**config.mk**
```make
export PLATFORM = sky130hd
export DESIGN_NAME = vic_ctrl
export DESIGN_NICKNAME = d
export VERILOG_FILES = /design/src/design/vic_ctrl.v
export VERILOG_INCLUDE_DIRS = /design/src /design/src/design
export SDC_FILE = /design/constraint.sdc
export NUM_CORES = 1
export LEC_CHECK = 0
export BUFFER_PORTS_ARGS = -buffer_cell sky130_fd_sc_hd__buf_2
export CORE_ASPECT_RATIO = 0.6
export CORE_MARGIN = 1
export CORE_UTILIZATION = 51
export CTS_BUF_LIST = sky130_fd_sc_hd__clkbuf_2 sky130_fd_sc_hd__clkbuf_4 sky130_fd_sc_hd__clkbuf_8
export CTS_CLUSTER_DIAMETER = 100
export DETAILED_ROUTE_END_ITERATION = 16
export PLACE_DENSITY = 0.83
export SETUP_SLACK_MARGIN = 0.05
export SYNTH_ARGS = -nofsm -noshare
export SYNTH_HDL_FRONTEND = slang
export SYNTH_SLANG_ARGS = --single-unit
```
**constraint.sdc**
```tcl
create_clock -name CLK -period 2.9 [get_ports CLK]
set_input_delay 0.435 -clock CLK [delete_from_list [all_inputs] [get_ports CLK]]
set_output_delay 0.435 -clock CLK [all_outputs]
set_load 0.01 [all_outputs]
```
**src/design/vic_defs.vh**
```
// Constants for the vectored interrupt controller: offsets, fields, vectors.
// Assumes inclusion by the controller module only.
`ifndef VIC_DEFS_VH
`define VIC_DEFS_VH
`define VIC_ADDR_W          8
// Printed offsets are indexes; byte address is four times the index.
`define VIC_IDX_CTRL_LO     8'h0b
`define VIC_IDX_CTRL_HI     8'h1e
`define VIC_IDX_IRQ_STAT    8'h20
`define VIC_IDX_IRQ_MASK    8'h21
`define VIC_IDX_EDGE_SEL    8'h22
`define VIC_IDX_CORE_STAT   8'h23
`define VIC_LO_GIE          0
`define VIC_LO_EA_EN        1
`define VIC_LO_EB_EN        2
`define VIC_LO_TMR_EN       3
`define VIC_LO_EA_FLAG      4
`define VIC_LO_EB_FLAG      5
`define VIC_LO_TMR_FLAG     6
`define VIC_HI_TICK_EN      0
`define VIC_HI_RTC_EN       1
`define VIC_HI_TICK_FLAG    4
`define VIC_HI_RTC_FLAG     5
`define VIC_LO_RW_MASK      8'h7f
`define VIC_HI_RW_MASK      8'h33
`define VIC_LO_RESET        8'h00
`define VIC_HI_RESET        8'h00
`define VIC_EDGE_RESET      4'h5
`define VIC_EDGE_FALL       2'h1
`define VIC_EDGE_RISE       2'h2
`define VIC_EDGE_BOTH       2'h3
`define VIC_VEC_EXT_A       8'h04
`define VIC_VEC_EXT_B       8'h08
`define VIC_VEC_TIMER       8'h0c
`define VIC_VEC_TICK        8'h10
`define VIC_VEC_RTC         8'h14
`define VIC_RESP_OKAY       2'h0
`define VIC_RESP_SLVERR     2'h2
`endif

```
**src/design/vic_ctrl.v**
```verilog
// Vectored interrupt controller with an AXI4-Lite register slave.
// Assumes a core that pulses ACK_TAKEN after pushing PC and RETURN_FROM_IRQ_DONE on return.
// Summary of operation
// - External pin edge of selected polarity sets its external request flag.
// - Enabled external flag with stack room branches to 04H or 08H, clearing flag, global.
// - Timer overflow sets timer flag; service branches to 0CH clearing flag and global.
// - Each time base tick sets tick flag in upper register bit 4.
// - Upper register bit 5 holds real time clock flag, one while pending.
// - With global enable off, requests are not taken but flags still set.
// - Software re-setting global and source enable inside a routine allows nesting.
// - No request is acknowledged while the return stack is full.
// - Every interrupt source can wake the device from power-down.
// - Acknowledge pushes only the program counter, then branches to the vector.
// - Lower register bits 0..3: global, external a, external b, timer enables.
// - Upper register bits 0 and 1 enable tick and real time clock.
// - Enabled tick flag with stack room branches to 10H, clears flag and global.
// - Enabled clock flag with stack room branches to 14H, clears flag and global.
// - Simultaneous requests served in order ext a, ext b, timer, tick, clock.
// - Return from interrupt sets global enable; plain return leaves it.
//
// Implementation choice: register access over AXI4-Lite.
`include "vic_defs.vh"
module vic_ctrl #(
  parameter AW = `VIC_ADDR_W + 2
) (
  input  wire          CLK,
  input  wire          RSTN,
  input  wire [AW-1:0] S_AXI_AWADDR,
  input  wire          S_AXI_AWVALID,
  output reg           S_AXI_AWREADY,
  input  wire [31:0]   S_AXI_WDATA,
  input  wire [3:0]    S_AXI_WSTRB,
  input  wire          S_AXI_WVALID,
  output reg           S_AXI_WREADY,
  output reg  [1:0]    S_AXI_BRESP,
  output reg           S_AXI_BVALID,
  input  wire          S_AXI_BREADY,
  input  wire [AW-1:0] S_AXI_ARADDR,
  input  wire          S_AXI_ARVALID,
  output reg           S_AXI_ARREADY,
  output reg  [31:0]   S_AXI_RDATA,
  output reg  [1:0]    S_AXI_RRESP,
  output reg           S_AXI_RVALID,
  input  wire          S_AXI_RREADY,
  input  wire          EXT_IRQ_A_PIN,
  input  wire          EXT_IRQ_B_PIN,
  input  wire          TIMER_OVF,
  input  wire          TICK,
  input  wire          RTC_TICK,
  input  wire          STACK_FULL,
  input  wire          ACK_TAKEN,
  input  wire          RETURN_FROM_IRQ_DONE,
  output reg           IRQ_REQ,
  output reg  [7:0]    IRQ_VECTOR,
  output reg           WAKE,
  output reg           IRQ
);

  function edge_hit;
    input [1:0] sel;
    input       prev;
    input       cur;
    begin
      edge_hit = (sel[0] & prev & ~cur) | (sel[1] & ~prev & cur);
    end
  endfunction

  function [7:0] vec_of;
    input [4:0] p;
    begin
      if (p[0]) begin
        vec_of = `VIC_VEC_EXT_A;
      end else if (p[1]) begin
        vec_of = `VIC_VEC_EXT_B;
      end else if (p[2]) begin
        vec_of = `VIC_VEC_TIMER;
      end else if (p[3]) begin
        vec_of = `VIC_VEC_TICK;
      end else begin
        vec_of = `VIC_VEC_RTC;
      end
    end
  endfunction

  reg  [1:0]  sync_a_q;
  reg  [1:0]  sync_b_q;
  reg         prev_a_q;
  reg         prev_b_q;
  reg  [6:0]  lo_q;
  reg  [5:0]  hi_q;
  reg  [3:0]  edge_sel_q;
  reg  [4:0]  stat_q;
  reg  [4:0]  mask_q;
  reg         aw_got_q;
  reg         w_got_q;
  reg  [AW-1:0] awaddr_q;
  reg  [31:0] wdata_q;
  reg  [3:0]  wstrb_q;

  // Masks and reset values as 8-bit parameters, so only implemented bits are taken.
  localparam [7:0] LO_MASK = `VIC_LO_RW_MASK;
  localparam [7:0] HI_MASK = `VIC_HI_RW_MASK;
  localparam [7:0] LO_INIT = `VIC_LO_RESET;
  localparam [7:0] HI_INIT = `VIC_HI_RESET;

  wire          ev_a;
  wire          ev_b;
  wire [4:0]    events;
  wire [4:0]    flags;
  wire [4:0]    enables;
  wire [4:0]    pend;
  wire          req_d;
  wire [4:0]    grant;
  wire [4:0]    taken;
  wire          wr_fire;
  wire [AW-3:0] widx;
  wire [AW-3:0] ridx;
  wire          wr_lo;
  wire          wr_hi;
  wire          rd_fire;
  wire          rd_stat;

  assign ev_a    = edge_hit(edge_sel_q[1:0], prev_a_q, sync_a_q[1]);
  assign ev_b    = edge_hit(edge_sel_q[3:2], prev_b_q, sync_b_q[1]);
  assign events  = {RTC_TICK, TICK, TIMER_OVF, ev_b, ev_a};
  assign flags   = {hi_q[`VIC_HI_RTC_FLAG], hi_q[`VIC_HI_TICK_FLAG],
                    lo_q[`VIC_LO_TMR_FLAG], lo_q[`VIC_LO_EB_FLAG],
                    lo_q[`VIC_LO_EA_FLAG]};
  assign enables = {hi_q[`VIC_HI_RTC_EN], hi_q[`VIC_HI_TICK_EN],
                    lo_q[`VIC_LO_TMR_EN], lo_q[`VIC_LO_EB_EN], lo_q[`VIC_LO_EA_EN]};
  assign pend    = flags & enables;
  assign req_d   = lo_q[`VIC_LO_GIE] & ~STACK_FULL & (|pend);
  // Lowest set bit wins: source a has the highest priority.
  assign grant   = pend & ~(pend - 5'h01);
  assign taken   = (ACK_TAKEN & IRQ_REQ) ? grant : 5'h00;
  assign wr_fire = aw_got_q & w_got_q & ~S_AXI_BVALID;
  assign widx    = awaddr_q[AW-1:2];
  assign ridx    = S_AXI_ARADDR[AW-1:2];
  assign wr_lo   = wr_fire & (widx == `VIC_IDX_CTRL_LO) & wstrb_q[0];
  assign wr_hi   = wr_fire & (widx == `VIC_IDX_CTRL_HI) & wstrb_q[0];
  assign rd_fire = S_AXI_ARVALID & S_AXI_ARREADY;
  assign rd_stat = rd_fire & (ridx == `VIC_IDX_IRQ_STAT);
  reg  [4:0]  flag_d;
  reg  [6:0]  lo_d;
  reg  [5:0]  hi_d;
  reg  [31:0] rdata_d;
  reg         rok_d;
  reg         wok_d;

  always @* begin
    lo_d = lo_q;
    hi_d = hi_q;
    if (wr_lo) begin
      lo_d = wdata_q[6:0] & LO_MASK[6:0];
    end
    if (wr_hi) begin
      hi_d = wdata_q[5:0] & HI_MASK[5:0];
    end
    flag_d = {hi_d[`VIC_HI_RTC_FLAG], hi_d[`VIC_HI_TICK_FLAG], lo_d[`VIC_LO_TMR_FLAG],
              lo_d[`VIC_LO_EB_FLAG], lo_d[`VIC_LO_EA_FLAG]};
    // Service clears its flag, but a new event in the same cycle keeps it set.
    flag_d = (flag_d & ~taken) | events;
    if (|taken) begin
      lo_d[`VIC_LO_GIE] = 1'b0;
    end
    if (RETURN_FROM_IRQ_DONE) begin
      lo_d[`VIC_LO_GIE] = 1'b1;
    end
    lo_d[`VIC_LO_EA_FLAG]   = flag_d[0];
    lo_d[`VIC_LO_EB_FLAG]   = flag_d[1];
    lo_d[`VIC_LO_TMR_FLAG]  = flag_d[2];
    hi_d[`VIC_HI_TICK_FLAG] = flag_d[3];
    hi_d[`VIC_HI_RTC_FLAG]  = flag_d[4];
  end

  always @* begin
    rdata_d = 32'h0000_0000;
    rok_d   = 1'b1;
    case (ridx)
      `VIC_IDX_CTRL_LO: begin
        rdata_d[6:0] = lo_q;
      end
      `VIC_IDX_CTRL_HI: begin
        rdata_d[5:0] = hi_q & HI_MASK[5:0];
      end
      `VIC_IDX_IRQ_STAT: begin
        rdata_d[4:0] = stat_q;
      end
      `VIC_IDX_IRQ_MASK: begin
        rdata_d[4:0] = mask_q;
      end
      `VIC_IDX_EDGE_SEL: begin
        rdata_d[3:0] = edge_sel_q;
      end
      `VIC_IDX_CORE_STAT: begin
        rdata_d[1:0] = {STACK_FULL, IRQ_REQ};
      end
      default: begin
        rok_d = 1'b0;
      end
    endcase
  end

  always @* begin
    case (widx)
      `VIC_IDX_CTRL_LO, `VIC_IDX_CTRL_HI, `VIC_IDX_IRQ_STAT,
      `VIC_IDX_IRQ_MASK, `VIC_IDX_EDGE_SEL, `VIC_IDX_CORE_STAT: wok_d = 1'b1;
      default: wok_d = 1'b0;
    endcase
  end

  // The pins idle high, so the synchroniser starts high to avoid a false edge.
  always @(posedge CLK or negedge RSTN) begin
    if (!RSTN) begin
      sync_a_q <= 2'h3;
      sync_b_q <= 2'h3;
      prev_a_q <= 1'b1;
      prev_b_q <= 1'b1;
    end else begin
      sync_a_q <= {sync_a_q[0], EXT_IRQ_A_PIN};
      sync_b_q <= {sync_b_q[0], EXT_IRQ_B_PIN};
      prev_a_q <= sync_a_q[1];
      prev_b_q <= sync_b_q[1];
    end
  end

  always @(posedge CLK or negedge RSTN) begin
    if (!RSTN) begin
      lo_q       <= LO_INIT[6:0];
      hi_q       <= HI_INIT[5:0];
      edge_sel_q <= `VIC_EDGE_RESET;
      mask_q     <= 5'h00;
    end else begin
      lo_q <= lo_d;
      hi_q <= hi_d;
      if (wr_fire & wstrb_q[0] & (widx == `VIC_IDX_IRQ_MASK)) begin
        mask_q <= wdata_q[4:0];
      end
      if (wr_fire & wstrb_q[0] & (widx == `VIC_IDX_EDGE_SEL)) begin
        edge_sel_q <= wdata_q[3:0];
      end
    end
  end

  always @(posedge CLK or negedge RSTN) begin
    if (!RSTN) begin
      IRQ_REQ    <= 1'b0;
      IRQ_VECTOR <= 8'h00;
      WAKE       <= 1'b0;
    end else begin
      // Core request and vector; the core pushes only PC on ACK_TAKEN.
      IRQ_REQ    <= req_d & ~(|taken);
      IRQ_VECTOR <= vec_of(grant);
      WAKE       <= |flag_d;
    end
  end

  always @(posedge CLK or negedge RSTN) begin
    if (!RSTN) begin
      stat_q <= 5'h00;
      IRQ    <= 1'b0;
    end else begin
      // Sticky event status; a read clears it but a same-cycle event wins.
      stat_q <= ((rd_stat ? 5'h00 : stat_q) | events);
      IRQ    <= |(((rd_stat ? 5'h00 : stat_q) | events) & mask_q);
    end
  end

  // Write channel: address and data accepted in either order.
  always @(posedge CLK or negedge RSTN) begin
    if (!RSTN) begin
      aw_got_q      <= 1'b0;
      w_got_q       <= 1'b0;
      awaddr_q      <= {AW{1'b0}};
      wdata_q       <= 32'h0000_0000;
      wstrb_q       <= 4'h0;
      S_AXI_AWREADY <= 1'b0;
      S_AXI_WREADY  <= 1'b0;
      S_AXI_BVALID  <= 1'b0;
      S_AXI_BRESP   <= `VIC_RESP_OKAY;
    end else begin
      S_AXI_AWREADY <= ~aw_got_q & ~S_AXI_AWREADY & S_AXI_AWVALID;
      S_AXI_WREADY  <= ~w_got_q & ~S_AXI_WREADY & S_AXI_WVALID;
      if (S_AXI_AWVALID & S_AXI_AWREADY) begin
        aw_got_q <= 1'b1;
        awaddr_q <= S_AXI_AWADDR;
      end
      if (S_AXI_WVALID & S_AXI_WREADY) begin
        w_got_q <= 1'b1;
        wdata_q <= S_AXI_WDATA;
        wstrb_q <= S_AXI_WSTRB;
      end
      if (wr_fire) begin
        aw_got_q     <= 1'b0;
        w_got_q      <= 1'b0;
        S_AXI_BVALID <= 1'b1;
        S_AXI_BRESP  <= wok_d ? `VIC_RESP_OKAY : `VIC_RESP_SLVERR;
      end else if (S_AXI_BVALID & S_AXI_BREADY) begin
        S_AXI_BVALID <= 1'b0;
      end
    end
  end

  // Read channel: one outstanding read.
  always @(posedge CLK or negedge RSTN) begin
    if (!RSTN) begin
      S_AXI_ARREADY <= 1'b0;
      S_AXI_RVALID  <= 1'b0;
      S_AXI_RDATA   <= 32'h0000_0000;
      S_AXI_RRESP   <= `VIC_RESP_OKAY;
    end else begin
      S_AXI_ARREADY <= ~S_AXI_ARREADY & ~S_AXI_RVALID & S_AXI_ARVALID;
      if (rd_fire) begin
        S_AXI_RVALID <= 1'b1;
        S_AXI_RDATA  <= rdata_d;
        S_AXI_RRESP  <= rok_d ? `VIC_RESP_OKAY : `VIC_RESP_SLVERR;
      end else if (S_AXI_RVALID & S_AXI_RREADY) begin
        S_AXI_RVALID <= 1'b0;
      end
    end
  end

endmodule // vic_ctrl

```
==> run_results.csv <==
group,metric,value,unit
synthesis,synth_compound_area_frac,0.109,
global_routing,grt_usage,0.222,
critical_path,critPathMaxFanout,4,
synthesis,synth_top_family_by_area,"simple AND/OR/NAND/NOR gates",
place,io_buffers,58,
clock_tree,cts_sinks,69,
clock_tree,cts-buffers-inserted,9,
sta,tightest_slew,0.835,ns
floorplan,chipHeight,63.9,um
place,dp_cells,419,
sta,fin_crit_sh,0.910,
clock_tree,clockBufferDepth,2,
sta,final_hold_viol_count,0,
synthesis,synth_area,0.00325,mm^2
synthesis,yosysWarningCount,0,
clock_tree,cts_tree,"yes",
synthesis,synthAdderAreaFrac,0,
place,place_congestion,0.848,
run,drv_cap,0,
synthesis,synth.area.top_cells,"dfrtp_1, mux2_2, buf_4",
critical_path,crit_path_end_kind,"flip-flop",
synthesis,yosysSeqAreaShare,0.534,
synthesis,synth.mux.area_fraction,0.131,
global_routing,globalRouteOverflowTotal,0,
critical_path,path_class,"flip-flop to flip-flop",
routing,dr.pass1.iters,5,
power,p_int,1.76,mW
floorplan,ios,123,
synthesis,synth-edff-count,0,
synthesis,synthXorXnorAreaFrac,0,
global_routing,grt_pass1_wl,11000,um
power,p_leak,1.79,nW
layout,layout-drive-gt1-share,0.342,
global_routing,grt_max_degree,70,
floorplan,die_w,105,um
routing,drt_wl_total,6860,um
power,clockPowerShare,0.282,
synthesis,synth_area_leader_cell,"dfrtp_1",
routing,vias_per_cell,5.46,
synthesis,synth_top_area_share,0.469,
power,cellPowerDensity,675,mW/mm^2
status,status,"finished, final reports clean",
clock_tree,hold_buffers,0,
global_routing,grt_pass1_vias,2178,
sta,drv_slew,0,
routing,drc,0,
sta,fmax,0.379,GHz
power,p_seq_frac,0.542,
layout,final_cells,435,
critical_path,r2r_start,"awaddr_q[8]",
power,p_sw_frac,0.297,
routing,drtIter0Drc,168,
critical_path,critical_path_arrival,2.85,ns
global_routing,antenna_found_initial,0,
sta,rsz0062_at_grt,"no",
power,switching_power,0.743,mW
synthesis,ys_seq_elements,69,
clock_tree,post_cts_buffers,0,
synthesis,synthSimpleGateAreaFrac,0.140,
clock_tree,h-tree-depth,3,
power,p_comb_frac,0.175,
sta,period_needed,2.64,ns
min_path,min_from,"EXT_IRQ_A_PIN",
synthesis,syn_inst,280,
layout,diodes,0,
synthesis,synth-async-reset-ratio,1.00,
floorplan,design.die.area,0.00671,mm^2
routing,vias,2375,
sta,slew_headroom,0.443,
power,ir_drop,0.000403,V
power,power,2.50,mW
synthesis,synth_commonest_cells,"dfrtp_1, nand2_1, buf_4, mux2_2, o21ai_0",
critical_path,cp-startpoint,"awaddr_q[8]",
synthesis,synth.avg_cell_area,11.6,um^2
sta,worst_hold_slack,0.196,ns
place,place_area,0.00353,mm^2
clock_tree,insertion_delay,0.34,ns
routing,wl_per_cell,15.8,um
sta,skew,0.00980,ns
synthesis,ys_types,47,
floorplan,rows,22,
layout,final_area,0.00371,mm^2
routing,ant_nets,0,
clock_tree,cts_root_buf,"clkbuf_8",
critical_path,critPathRequiredTime,3.11,ns
clock_tree,cts_resized,0,
sta,fin_setup_tns,0,ns
min_path,hp-class,"input port to flip-flop",
floorplan,start_util,0.530,
layout,nNetsFinal,417,
sta,setup_viol,0,
clock_tree,clk_pin_slew_worst_paths,0.07,ns
synthesis,yosysMostFrequentCell,"dfrtp_1",
layout,syn2layout_area_growth,14.0,%
synthesis,synth_ff_type,"dfrtp_1",
floorplan,core_area,0.00614,mm^2
place,hpwl,5140,um
critical_path,start_kind,"flip-flop",
[area by class of cell]
class,count,area [um^2]
multi-input combinational,200,1350
clock buffer,14,168
clock inverter,2,10.0
fill,514,2430
inverter,4,15.0
sequential,69,1740
tap,84,105
timing repair buffer,62,320
[cells in the final DEF, fill, tap and decap left out, types with 5 or more instances in the layout]
cell      Yosys  final
mux2_2       28     28
o21ai_0      13     13
conb_1        1     32
nor3_1        5      5
clkbuf_8      0     10
buf_2         2     58
dfrtp_1      61     61
mux2i_1       8      8
dfstp_2       8      8
or4_1         5      5
a21o_1        7      7
nand2_1      37     37
[power by group through the flow]
| stage | sequential, mW | clock, mW | combinational, mW |
|---|---|---|---|
| floorplan | 1.31 | 0 | 0.328 |
| global placement | 1.36 | 0 | 0.422 |
| detailed placement | 1.37 | 0 | 0.439 |
| CTS | 1.35 | 0.727 | 0.440 |
| global route | 1.38 | 0.773 | 0.491 |
| finish | 1.36 | 0.707 | 0.439 |
[cells by family after synthesis]
| family | Yosys count |
|---|---|
| AND/OR/NAND/NOR | 81 |
| flip-flops | 69 |
| AO/OA/AOI/OAI | 49 |
| buffers and inverters | 42 |
| multiplexers | 38 |
| other | 1 |
[metrics by stage]
| stage | util | setup slack, ns |
|---|---|---|
| 3_3_place_gp | 0.575 | 0.322 |
| 5_1_grt | 0.604 | 0.211 |
| 2_1_floorplan | - | 0.475 |
| 3_5_place_dp | 0.575 | 0.262 |
| 6_report | 0.604 | 0.260 |
| 4_1_cts | 0.604 | 0.255 |
[sequential cells by signal, summed over array words and instances, names as in the netlist, 2 cells and up]
signal and cells:
S_AXI_RDATA 7, sync_b_q 2, edge_sel_q 4, wdata_q 7
lo_q 7, mask_q 5, awaddr_q 8, stat_q 5
sync_a_q 2, hi_q 4, IRQ_VECTOR 3
[critical path: stages (launching register included)]
cell and delay (ns):
dfrtp_1 0.39, nand4bb_4 0.25, or4_1 0.65, mux2_4 0.36, a2111o_1 0.44, or4_1 0.43
[routing by layer]
layer | vias to the layer above | part of all wire | GRT usage
met5 | - | 0 | 0
met4 | 0 | 0.0064 | 0.0634
met1 | 1162 | 0.48 | 0.306
li1 | 1086 | - | -
met2 | 119 | 0.44 | 0.321
met3 | 8 | 0.078 | 0.0908
[worst paths after layout]
check	to	slack, ns	depth (start not counted)
worst max-delay path	WAKE	0.26	5
worst min-delay path	sync_a_q[0]	0.20	1
worst max register to register	WAKE	0.26	5
worst min register to register	sync_b_q[1]	0.36	0
max in group asynchronous	edge_sel_q[1]	2.07	2
min in group asynchronous	wdata_q[5]	0.28	2
Power figures use the tool's default switching activity.
